**src/verilog/rac_pkg.sv**
```systemverilog
package rac_pkg;
  // region attribute word field positions
  localparam int NO_EXEC_POS   = 28;
  localparam int PERM_HI       = 26;
  localparam int PERM_LO       = 24;
  localparam int TYPE_EXT_HI   = 21;
  localparam int TYPE_EXT_LO   = 19;
  localparam int SHARE_POS     = 18;
  localparam int CACHE_POS     = 17;
  localparam int BUFFER_POS    = 16;
  localparam int SIZE_HI       = 5;
  localparam int SIZE_LO       = 1;
  localparam int REGION_EN_POS = 0;

  // register offsets, 32-bit words at byte addresses
  localparam logic [7:0] OFS_CTRL    = 8'h00;
  localparam logic [7:0] OFS_STATUS  = 8'h04;
  localparam logic [7:0] OFS_MASK    = 8'h08;
  localparam logic [7:0] OFS_RBASE0  = 8'h10;
  localparam logic [7:0] OFS_RATTR0  = 8'h14;
  localparam logic [7:0] OFS_LASTFLT = 8'h0C; // kept clear of the region words, which reach 0x4C

  // reset values
  localparam logic [31:0] CTRL_RST = 32'h0000_0000;
  localparam logic [31:0] MASK_RST = 32'h0000_0000;
  localparam logic [31:0] ATTR_RST = 32'h0000_0000;

  // status bit positions
  localparam int ST_PERM  = 0;
  localparam int ST_FETCH = 1;
  localparam int ST_RSVD  = 2;

  localparam logic [2:0] TYPE_EXT_ZERO = 3'h0;

  typedef enum logic [2:0] {
    RAC_MEM_STRONG,
    RAC_MEM_DEVICE,
    RAC_MEM_NORMAL_WT,
    RAC_MEM_NORMAL_WB,
    RAC_MEM_RESERVED
  } rac_mem_t;
endpackage
```
**src/verilog/rac_check.sv**
```systemverilog
// The implementer's own choices: the plain strobed port and the register offsets.
`timescale 1ns/10ps
// Behaviour
// RQ1: type-ext 000, C0 B0 strongly-ordered shareable; C0 B1 shared device.
// RQ2: type-ext 000, C1 B0: normal, write-through, no write allocate.
// RQ3: type-ext 000, C1 B1: normal, write-back, no write allocate.
// RQ4: software programs only the four defined type combinations.
// RQ5: normal memory shareable exactly when share flag is one.
// RQ6: strongly-ordered and device ignore the share flag.
// RQ7: permission 000 denies all access and faults.
// RQ8: permission 010: privileged read-write, unprivileged read-only, unprivileged write faults.
// RQ9: permission 110 or 111: read-only for both levels.
// RQ10: 001 privileged-only, 011 full, 101 privileged read-only; 100 reserved.
// RQ11: no-execute flag one forbids fetching and executing.
// RQ12: no-execute flag zero permits fetch, subject to permissions.
// RQ13: execute needs read access at current privilege and clear no-execute.
// RQ14: bad fetch flags error and raises severe fault before execution.
// RQ15: field positions: no-exec 28, perm 26:24, type-ext 21:19, S/C/B 18..16.
// RQ16: attributes apply only with region enable and global enable both set.
// RQ17: access checked against hit region using requester privilege.
module rac_check
  import rac_pkg::*;
#(
  parameter int NREG = 8
)
(
  input  wire logic                 mclk,
  input  wire logic                 rst,
  input  wire logic [7:0]           reg_addr,
  input  wire logic [31:0]          reg_wdata,
  input  wire logic                 reg_wr,
  input  wire logic                 reg_rd,
  output logic [31:0]               reg_rdata,
  input  wire logic                 acc_valid,
  input  wire logic [31:0]          acc_addr,
  input  wire logic                 acc_write,
  input  wire logic                 acc_fetch,
  input  wire logic                 acc_priv,
  output logic                      acc_done,
  output logic                      acc_allow,
  output logic                      perm_fault,
  output logic                      fetch_error,
  output logic                      severe_fault_exception,
  output rac_pkg::rac_mem_t         acc_mem_type,
  output logic                      acc_shareable,
  output logic                      irq
);
  localparam int IW = $clog2(NREG);

  logic [31:0]      base_q [NREG];
  logic [31:0]      attr_q [NREG];
  logic             protection_unit_global_enable;
  logic [2:0]       status_q;
  logic [2:0]       mask_q;
  logic [31:0]      lastflt_q;
  logic [NREG-1:0]  hit_v;
  logic [NREG-1:0]  rd_v;
  logic [NREG-1:0]  wr_v;
  logic [NREG-1:0]  xn_v;
  logic [NREG-1:0]  sh_v;
  rac_mem_t         mt_v [NREG];
  logic             sel_hit;
  logic [IW-1:0]    sel_idx;
  logic             ok_d;
  logic             pf_d;
  logic             fe_d;
  logic             rsvd_d;
  rac_mem_t         mt_d;
  logic             sh_d;
  logic [2:0]       ev_d;
  logic             ctrl_wr;
  logic             mask_wr;
  logic             status_wr;

  // index of a region register word, or -1 if not one
  function automatic int region_word(input logic [7:0] a, input logic attr_word);
    int r;
    r = -1;
    for (int i = 0; i < NREG; i++)
    begin
      if (a == OFS_RBASE0 + 8'(i * 8) + (attr_word ? 8'h04 : 8'h00))
      begin
        r = i;
      end
    end
    return r;
  endfunction

  // per-region decoders
  generate
    for (genvar g = 0; g < NREG; g++)
    begin : g_reg
      rac_decode u_dec (
        .addr            (acc_addr),
        .base            (base_q[g]),
        .attr            (attr_q[g]),
        .priv            (acc_priv), // RQ17
        .mem_type        (mt_v[g]),
        .shareable       (sh_v[g]),
        .hit             (hit_v[g]),
        .rd_ok           (rd_v[g]),
        .wr_ok           (wr_v[g]),
        .no_execute_flag (xn_v[g])
      );
    end
  endgenerate

  // highest numbered hitting region wins on overlap
  always_comb
  begin
    sel_hit = 1'b0;
    sel_idx = '0;
    for (int i = 0; i < NREG; i++)
    begin
      if (hit_v[i])
      begin
        sel_hit = 1'b1;
        sel_idx = IW'(i);
      end
    end
  end

  // verdict; with unit off or no hit, access passes unchecked as normal memory
  always_comb
  begin
    ok_d   = 1'b1;
    pf_d   = 1'b0;
    fe_d   = 1'b0;
    rsvd_d = 1'b0;
    mt_d   = RAC_MEM_NORMAL_WB;
    sh_d   = 1'b0;
    if (protection_unit_global_enable && sel_hit) // RQ16
    begin
      mt_d   = mt_v[sel_idx];
      sh_d   = sh_v[sel_idx];
      rsvd_d = (mt_v[sel_idx] == RAC_MEM_RESERVED); // RQ4
      if (acc_fetch)
      begin
        ok_d = rd_v[sel_idx] && !xn_v[sel_idx]; // RQ11 RQ12 RQ13
        fe_d = !ok_d; // RQ14
      end
      else if (acc_write)
      begin
        ok_d = wr_v[sel_idx]; // RQ7 RQ8 RQ9
        pf_d = !ok_d;
      end
      else
      begin
        ok_d = rd_v[sel_idx]; // RQ7 RQ10
        pf_d = !ok_d;
      end
    end
  end

  assign ev_d = acc_valid ? {rsvd_d, fe_d, pf_d} : 3'h0;

  // registered verdict, one cycle after the request
  always_ff @(posedge mclk)
  begin
    if (rst)
    begin
      acc_done               <= 1'b0;
      acc_allow              <= 1'b0;
      perm_fault             <= 1'b0;
      fetch_error            <= 1'b0;
      severe_fault_exception <= 1'b0;
    end
    else
    begin
      acc_done               <= acc_valid;
      acc_allow              <= acc_valid && ok_d;
      perm_fault             <= ev_d[ST_PERM]; // RQ7 RQ8 RQ9
      fetch_error            <= ev_d[ST_FETCH]; // RQ14
      severe_fault_exception <= ev_d[ST_FETCH]; // RQ14
    end
  end

  // attributes follow the address every cycle; only meaningful beside acc_done
  always_ff @(posedge mclk)
  begin
    if (rst)
    begin
      acc_mem_type  <= RAC_MEM_STRONG;
      acc_shareable <= 1'b0;
    end
    else
    begin
      acc_mem_type  <= mt_d; // RQ1 RQ2 RQ3
      acc_shareable <= sh_d; // RQ5 RQ6
    end
  end

  // write strobes of the single-word registers, decoded once
  assign ctrl_wr   = reg_wr && (reg_addr == OFS_CTRL);
  assign mask_wr   = reg_wr && (reg_addr == OFS_MASK);
  assign status_wr = reg_wr && (reg_addr == OFS_STATUS);

  // region base words; low byte is not stored and reads as zero
  always_ff @(posedge mclk)
  begin
    if (rst)
    begin
      for (int i = 0; i < NREG; i++)
      begin
        base_q[i] <= 32'h0000_0000;
      end
    end
    else if (reg_wr)
    begin
      for (int i = 0; i < NREG; i++)
      begin
        if (region_word(reg_addr, 1'b0) == i)
        begin
          base_q[i] <= {reg_wdata[31:8], 8'h00};
        end
      end
    end
  end

  // region attribute words; a new word governs accesses from the next edge on
  always_ff @(posedge mclk)
  begin
    if (rst)
    begin
      for (int i = 0; i < NREG; i++)
      begin
        attr_q[i] <= ATTR_RST;
      end
    end
    else if (reg_wr)
    begin
      for (int i = 0; i < NREG; i++)
      begin
        if (region_word(reg_addr, 1'b1) == i)
        begin
          attr_q[i] <= reg_wdata; // RQ15
        end
      end
    end
  end

  // global enable; off after reset so nothing faults before software sets up regions
  always_ff @(posedge mclk)
  begin
    if (rst)
    begin
      protection_unit_global_enable <= CTRL_RST[0];
    end
    else if (ctrl_wr)
    begin
      protection_unit_global_enable <= reg_wdata[0]; // RQ16
    end
  end

  // interrupt mask, same layout as status
  always_ff @(posedge mclk)
  begin
    if (rst)
    begin
      mask_q <= MASK_RST[2:0];
    end
    else if (mask_wr)
    begin
      mask_q <= reg_wdata[2:0];
    end
  end

  // sticky status: set beats a simultaneous write-one clear
  always_ff @(posedge mclk)
  begin
    if (rst)
    begin
      status_q <= 3'h0;
    end
    else
    begin
      status_q <= (status_q & ~(status_wr ? reg_wdata[2:0] : 3'h0)) | ev_d;
    end
  end

  // address of the most recent faulting access
  always_ff @(posedge mclk)
  begin
    if (rst)
    begin
      lastflt_q <= 32'h0000_0000;
    end
    else if (acc_valid && (fe_d || pf_d))
    begin
      lastflt_q <= acc_addr;
    end
  end

  // level interrupt from a flop; lags status by one cycle
  always_ff @(posedge mclk)
  begin
    if (rst)
    begin
      irq <= 1'b0;
    end
    else
    begin
      irq <= |(status_q & mask_q);
    end
  end

  // read port: data one cycle after the strobe, zero otherwise
  always_ff @(posedge mclk)
  begin
    if (rst)
    begin
      reg_rdata <= 32'h0000_0000;
    end
    else if (reg_rd)
    begin
      reg_rdata <= 32'h0000_0000;
      if (reg_addr == OFS_CTRL)
      begin
        reg_rdata <= {31'h0, protection_unit_global_enable};
      end
      if (reg_addr == OFS_STATUS)
      begin
        reg_rdata <= {29'h0, status_q};
      end
      if (reg_addr == OFS_MASK)
      begin
        reg_rdata <= {29'h0, mask_q};
      end
      if (reg_addr == OFS_LASTFLT)
      begin
        reg_rdata <= lastflt_q;
      end
      for (int i = 0; i < NREG; i++)
      begin
        if (region_word(reg_addr, 1'b0) == i)
        begin
          reg_rdata <= base_q[i];
        end
        if (region_word(reg_addr, 1'b1) == i)
        begin
          reg_rdata <= attr_q[i];
        end
      end
    end
    else
    begin
      reg_rdata <= 32'h0000_0000;
    end
  end
endmodule // rac_check

```
**src/verilog/rac_decode.sv**
```systemverilog
`timescale 1ns/10ps
// one region: hit test plus attribute decode
module rac_decode
  import rac_pkg::*;
(
  input  wire logic [31:0]    addr,
  input  wire logic [31:0]    base,
  input  wire logic [31:0]    attr,
  input  wire logic           priv,
  output rac_pkg::rac_mem_t   mem_type,
  output logic                shareable,
  output logic                hit,
  output logic                rd_ok,
  output logic                wr_ok,
  output logic                no_execute_flag
);
  logic [2:0] permission_code;
  logic [2:0] memory_type_ext_bits;
  logic [4:0] sz;
  logic [31:0] span_mask;

  // field extraction
  assign no_execute_flag      = attr[NO_EXEC_POS]; // RQ15
  assign permission_code      = attr[PERM_HI:PERM_LO]; // RQ15
  assign memory_type_ext_bits = attr[TYPE_EXT_HI:TYPE_EXT_LO]; // RQ15
  assign sz                   = attr[SIZE_HI:SIZE_LO];

  // region covers 2^(size+1) bytes; size 31 spans all
  always_comb
  begin
    span_mask = (sz == 5'h1F) ? 32'hFFFF_FFFF : ((32'h0000_0002 << sz) - 32'h0000_0001);
    hit = attr[REGION_EN_POS] && ((addr & ~span_mask) == (base & ~span_mask)); // RQ17
  end

  // memory type and shareability
  always_comb
  begin
    mem_type  = RAC_MEM_RESERVED;
    shareable = 1'b0;
    if (memory_type_ext_bits == TYPE_EXT_ZERO)
    begin
      case ({attr[CACHE_POS], attr[BUFFER_POS]})
        2'h0:
        begin
          mem_type  = RAC_MEM_STRONG; // RQ1
          shareable = 1'b1; // RQ6
        end
        2'h1:
        begin
          mem_type  = RAC_MEM_DEVICE; // RQ1
          shareable = 1'b1; // RQ6
        end
        2'h2:
        begin
          mem_type  = RAC_MEM_NORMAL_WT; // RQ2
          shareable = attr[SHARE_POS]; // RQ5
        end
        default:
        begin
          mem_type  = RAC_MEM_NORMAL_WB; // RQ3
          shareable = attr[SHARE_POS]; // RQ5
        end
      endcase
    end
  end

  // permission table; reserved code 100 treated as no access
  always_comb
  begin
    rd_ok = 1'b0;
    wr_ok = 1'b0;
    case (permission_code)
      3'h0:
      begin
        rd_ok = 1'b0; // RQ7
        wr_ok = 1'b0;
      end
      3'h1:
      begin
        rd_ok = priv; // RQ10
        wr_ok = priv;
      end
      3'h2:
      begin
        rd_ok = 1'b1; // RQ8
        wr_ok = priv;
      end
      3'h3:
      begin
        rd_ok = 1'b1; // RQ10
        wr_ok = 1'b1;
      end
      3'h5:
      begin
        rd_ok = priv; // RQ10
        wr_ok = 1'b0;
      end
      3'h6, 3'h7:
      begin
        rd_ok = 1'b1; // RQ9
        wr_ok = 1'b0;
      end
      default:
      begin
        rd_ok = 1'b0;
        wr_ok = 1'b0;
      end
    endcase
  end
endmodule // rac_decode

```
**config.mk**
```make
export PLATFORM = sky130hd
export DESIGN_NAME = rac_check
export DESIGN_NICKNAME = d
export VERILOG_FILES = /design/src/verilog/rac_pkg.sv /design/src/verilog/rac_check.sv /design/src/verilog/rac_decode.sv
export SDC_FILE = /design/constraint.sdc
export NUM_CORES = 1
export LEC_CHECK = 0
export BUFFER_PORTS_ARGS = -buffer_cell sky130_fd_sc_hd__buf_2
export CAP_MARGIN = 15
export CORE_MARGIN = 2
export CORE_UTILIZATION = 45
export CTS_CLUSTER_DIAMETER = 40
export DETAILED_ROUTE_END_ITERATION = 10
export GPL_ROUTABILITY_DRIVEN = 0
export PLACE_DENSITY_LB_ADDON = 0.08
export SYNTH_ARGS = -nofsm -noshare
export SYNTH_HDL_FRONTEND = slang
export SYNTH_SLANG_ARGS = --single-unit
```
**constraint.sdc**
```tcl
create_clock -name mclk -period 11.6 [get_ports mclk]
set_input_delay 1.74 -clock mclk [delete_from_list [all_inputs] [get_ports mclk]]
set_output_delay 1.74 -clock mclk [all_outputs]
set_load 0.02 [all_outputs]
```
## Word level (Yosys, flattened, before mapping)

Memories as Yosys holds them, arrays and structs flattened.
Cells that the tools add are included.

- RAM bits: 448
- Word-level logic and storage cells: 504
- Bits in registers: 80
- Memories kept: 2
- Output and inout bits: 42
- Input port bits: 80

Memories:

| memory | words | width | rd ports | clocked after Yosys merged registers in | write ports | RTL line | text |
|---|---|---|---|---|---|---|---|
| attr_q | 8 | 32 | 8 | 0 | 8 | rac_check.sv:51 | `logic [31:0] attr_q [NREG];` |
| base_q | 8 | 24 | 8 | 0 | 8 | rac_check.sv:50 | `logic [31:0] base_q [NREG];` |

- Order comparisons: 2
- Shift operators: 8
- Equal/unequal tests: 128
- Bitwise logic cells: 47
- Add/subtract/negate cells: 8
- Muxes and demuxes: 220
- Reductions and logical operators: 76

Operators with widths:

| kind | number |
|---|---|
| two-way mux 32 bit | 59 |
| bitwise AND 32 bit | 16 |
| equality test 32 x 4 -> 1 bit, second input constant | 16 |
| equality test 32 x 3 -> 1 bit, second input constant | 8 |
| equality test 32 bit | 8 |
| NOT 32 bit | 8 |
| left shift 2 x 5 -> 32 bit, first input constant | 8 |
| subtractor 32 x 1 -> 32 bit, second input constant | 8 |
| two-way mux 24 bit | 8 |
| equality test 32 x 2 -> 1 bit, second input constant | 4 |
| zero test 32 bit | 4 |
| two-way mux 1 bit | 105 |
| equality test 3 bit, second input constant | 25 |
| equality test 8 x 6 -> 1 bit, second input constant | 8 |
| two-way mux 3 bit | 18 |
| OR reduction 2 bit | 26 |
| equality test 3 x 2 -> 1 bit, second input constant | 16 |
| one-hot mux 2 bit (3 select lines) | 8 |
| equality test 5 bit, second input constant | 8 |
| equality test 8 x 5 -> 1 bit, second input constant | 4 |
| equality test 8 x 7 -> 1 bit, second input constant | 4 |
| one-hot mux 1 bit (2 select lines) | 16 |
| OR reduction 4 bit | 8 |
| equality test 3 x 1 -> 1 bit, second input constant | 8 |
| other kinds (22) | 88 |

## Longest topological paths before layout

- Word-level depth: 28
- Depth in mapped cells: 23
- Mapped depth without buffers: 17

## Modules after synthesis

From an unflattened synthesis, not the netlist that was laid out.

- Cells, all modules: 3,180
- Area total of the unflattened synthesis: 31,312.5 µm²

Modules (own cells, without submodules):

| module | seq. area each (µm²) | times used | area an instance (µm²) | cells each |
|---|---|---|---|---|
| rac_check | 15,054.4 | 1 | 22,206.3 | 1,884 |
| rac_decode at g_reg[1].u_dec ... | 0.0 | 7 | 1,148.6 | 162 |
| rac_decode at g_reg[0].u_dec | 0.0 | 1 | 1,066.0 | 162 |

## Worst setup path before layout

No wires, ideal clock.

- Path type: input -> register
- Start: in acc_addr[19]
- End: reg lastflt_q[16]
- Arrival time: 5.522 ns
- Setup time: 0.119 ns
- Stages on the path: 16
- Path slack: 5.959 ns
- Path buffers: 3
- Cells stage by stage: clkbuf_1 -> xnor2_1 -> a41oi_1 -> and3_1 -> or4_1 -> or4_1 -> o31a_1 -> o21ai_0 -> a21o_1 -> mux4_2 -> a211oi_1 -> nor4b_1 -> a31o_1 -> buf_6 -> buf_12 -> mux2i_1

- Longest elaborated chain between the ends: 19

Ends and longest elaborated chain:

| what | RTL line | text |
|---|---|---|
| start: declaration | rac_check.sv:35 | `input wire logic [31:0] acc_addr,` |
| bitwise AND 32 bit | rac_decode.sv:32 | `hit = attr[REGION_EN_POS] && ((addr & ~span_mask) == (base & ~span_mask));` |
| equality test 32 bit | rac_decode.sv:32 |  |
| logical AND 1 bit | rac_decode.sv:32 |  |
| two-way mux 1 bit | rac_check.sv:115 | `if (hit_v[i])` |
| two-way mux 3 bit (6 in a row) | rac_check.sv:115 |  |
| binary-select mux 1 bit (select 3 bit) | rac_check.sv:139 | `ok_d = rd_v[sel_idx] && !xn_v[sel_idx];` |
| two-way mux 1 bit (implied by the code) | rac_check.sv:139 |  |
| zero test 1 bit | rac_check.sv:139 |  |
| logical AND 1 bit | rac_check.sv:139 |  |
| zero test 1 bit | rac_check.sv:140 | `fe_d = !ok_d;` |
| two-way mux 1 bit | rac_check.sv:137 | `if (acc_fetch)` |
| two-way mux 1 bit | rac_check.sv:132 | `if (protection_unit_global_enable && sel_hit)` |
| logical OR 1 bit * | rac_check.sv:288 | `else if (acc_valid && (fe_d \|\| pf_d))` |
| logical AND 1 bit * | rac_check.sv:288 |  |
| end signal: assignment | rac_check.sv:290 | `lastflt_q <= acc_addr;` |
| end: declaration | rac_check.sv:55 | `logic [31:0] lastflt_q;` |

Every way passes the cells marked *; elsewhere a longest branch is shown, timed or not. The select of a mux whose other input is x is not followed.
A chain may end at the register's enable or synchronous reset.

==> run summary <==
syn_area_per_cell: 9.80 µm²
peak supply drop: 0.124 mV
vias in the first global route: 24100
Critical Path, Cell by Cell: inv_1 -> nand3_1 -> ha_1 -> or4b_2 -> a2111oi_0 -> o22ai_1 -> nor4_1 -> a32oi_1 -> nand4_1 -> o41ai_1 -> or2_2 -> nor4b_1 -> a31o_2 -> buf_4 -> mux2i_1
worst slew pin tran: 1.14 ns
Final period util: 64.5%
Layout Cells excl Fill: 3895
clock period minus final worst setup slack: 7.49 ns
critical path peak fanout: 32
Post-Synth Simple-Gate Area: 16.5%
leak pwr: 11.6 nW
Yosys cell types: 91
post-CTS setup buffers: 0
Fin. Hold Viols: 0
maxcap violations: 0
clk slew on worst S/H paths: 0.05 ns
CP bufs+invs: 2
Clk pwr share: 50.1%
delay-heaviest family, CP: simple AND/OR/NAND/NOR gates
max incr delay on CP: 0.91 ns
initial DRC count: 4292
count leader, synth: edfxtp_1
CP max-delay cell: edfxtp_1
Final setup viols: 0
syn nets: 3057
Die Width: 258 µm
drt pass-1 iters: 8
cell taking the most area after synthesis: edfxtp_1
Slew HR: 23.8%
Final ANT Viol Nets: 0
layout cells sized above 1: 13.1%
CTS Root Cell: clkbuf_16
critical path endpoint category: flop
Inst Count DP: 3723
area share of the largest cell type after synthesis: 46.3%
DR WL/cell: 31.5 µm
Worst Path Required: 12.14 ns
via count: 26000
Seq cells post-synth: 528
Remaining DRCs: 0
Clock H-tree levels: 3
sequential share of power: 40.6%
pins over their slew limit: 0
Initial Utilization: 45.3%
Final TNS setup: 0 ns
Setup CP Type: reg2reg
Nets: 3050
multiplexer share of the synthesized area: 2.13%
Critical Path AT: 8.03 ns
switch share: 26.7%
CP Launch Type: flop
multi-input logic area: 12700 µm²
Skew-Pair Late Insertion Delay: 0.67 ns
top cells by count, synth: 448 x edfxtp_1, 434 x nor2_1, 270 x nand2_1
adder-cell share of the synthesized area: 0.379%
first-pass GRT wire length: 174000 µm
Main synth FF type: edfxtp_1
synthesis-to-layout area growth: 14.6%
CTS Sinks: 528
site row count: 93
Combinational Power Share: 9.3%
TritonCTS clock tree: built
Worst Hold Class: reg2reg
vias per cell: 6.66
P_int: 4.09 mW
net switching power: 1.49 mW
Max Fclk: 134 MHz
register area share after synthesis: 51.8%
run status: finished clean
Synth Area in XOR/XNOR: 6.17%
P per Cell Area: 167 nW/µm²
synth top area cells: edfxtp_1 46%, nor2_1 5.6%, dfxtp_1 5.5%
largest family of logic cells by synthesized area: compound AO/OA/AOI/OAI gates
all-layer global routing usage: 36.0%
FILL cells: 5799
synthesized area: 29100 µm²
Ports: 122
Synth Area in Compound Gates: 18.4%
WL final: 123000 µm
Core Region: 64200 µm²
Worst Skew: 0.0506 ns
die height: 258 µm
post-CTS sizing: 0
IO Port Bufs: 121
global-route congestion overflow total: 0
post-synthesis async set-or-reset flop share: 0%
pin count of the biggest net entering global routing: 41
initial antenna violation count: 3
Warnings, synthesis: 0
FF+latch area: 15100 µm²
hpwl dp: 86200 µm
Post-Syn Instances: 2969
cts hold-fix bufs: 0
Post-synth EDFFs: 448
RSZ-0062 raised after global routing: no
total CTS buffers: 90
clock tree buffer depth: 3
die footprint: 66700 µm²
## kinds of logic after synthesis
group | count (synthesis)
AOI/OAI and AO/OA | 770
adders and majority gates | 9
buffers and inverters | 345
and+or+nand+nor | 1053
DFF | 528
xor gates and xnor gates | 205
muxes | 59
## sequential cells by signal, summed over array words and instances, names as in the netlist, 3 cells and up
name / count
attr_q: 256
reg_rdata: 32
mask_q: 3
status_q: 3
base_q: 192
acc_mem_type: 3
lastflt_q: 32
## worst min-delay path, cell delays in order (launching register included)
cell	delay (ns)
dfxtp_1	0.30
nand2_1	0.05
mux2i_1	0.05
## path summary, 6_finish.rpt
kind / cells after the start / from / to / slack (ns)
worst max-delay path: 15 / attr_q[1][5] / lastflt_q[12] / 4.11
worst min-delay path: 2 / lastflt_q[29] / lastflt_q[29] / 0.46
worst max register to register: 15 / attr_q[1][5] / lastflt_q[12] / 4.11
worst min register to register: 2 / lastflt_q[29] / lastflt_q[29] / 0.46
## metrics by stage
step	hold WS [ns]	cell area, µm²	utilization (%)	setup slack [ns]	power [mW]
floorplan	0.434	29100	-	5.96	2.57
global placement	0.441	30100	46.9	4.70	2.79
detailed placement	0.448	30100	46.9	4.47	2.79
CTS	0.458	33300	51.8	4.45	5.57
global route	0.481	33300	51.9	3.65	5.70
finish	0.459	33300	51.9	4.11	5.58
## layer usage
metal,vias to the layer above,track usage (%),share of wire [%]
li1,11000,-,-
met2,1855,53.4,43
met5,-,0,0.032
met3,379,9.68,12
met1,12700,48.8,39
met4,4,18.0,5.8
## layout make-up
cell class / count / area share (%)
Clock inverter: 64 / 2.42
Clock buffer: 104 / 7.13
Antenna cell: 2 / 0.0150
Tap cell: 855 / 3.21
Timing Repair Buffer: 175 / 3.09
Multi-Input combinational cell: 2096 / 38.2
Sequential cell: 528 / 45.2
Inverter: 71 / 0.807
## placed cells by master, fill, tap and decap left out, types with 18 or more instances in the layout
cell type	n
a21oi_1	130
a221oi_1	30
a22o_1	26
a22oi_1	141
a31oi_1	52
and2_1	24
and3_1	19
buf_2	121
buf_4	53
clkbuf_16	92
dfxtp_1	80
edfxtp_1	448
inv_1	70
mux2i_1	46
nand2_1	267
nand2b_1	18
nand3_1	56
nand4_1	64
nor2_1	418
nor3_1	51
nor4_1	25
o2111ai_1	18
o211ai_1	29
o21ai_0	157
or2_2	21
xnor2_1	99
xor2_1	106
## power groups by stage
| stage | clock, mW | sequential, mW | combinational, mW |
|---|---|---|---|
| 3_5_place_dp | 0 | 2.30 | 0.494 |
| 2_1_floorplan | 0 | 2.24 | 0.329 |
| 4_1_cts | 2.81 | 2.26 | 0.496 |
| 3_3_place_gp | 0 | 2.30 | 0.494 |
| 5_1_grt | 2.89 | 2.28 | 0.539 |
| 6_report | 2.80 | 2.27 | 0.519 |
(Power assumes the default switching activity.)
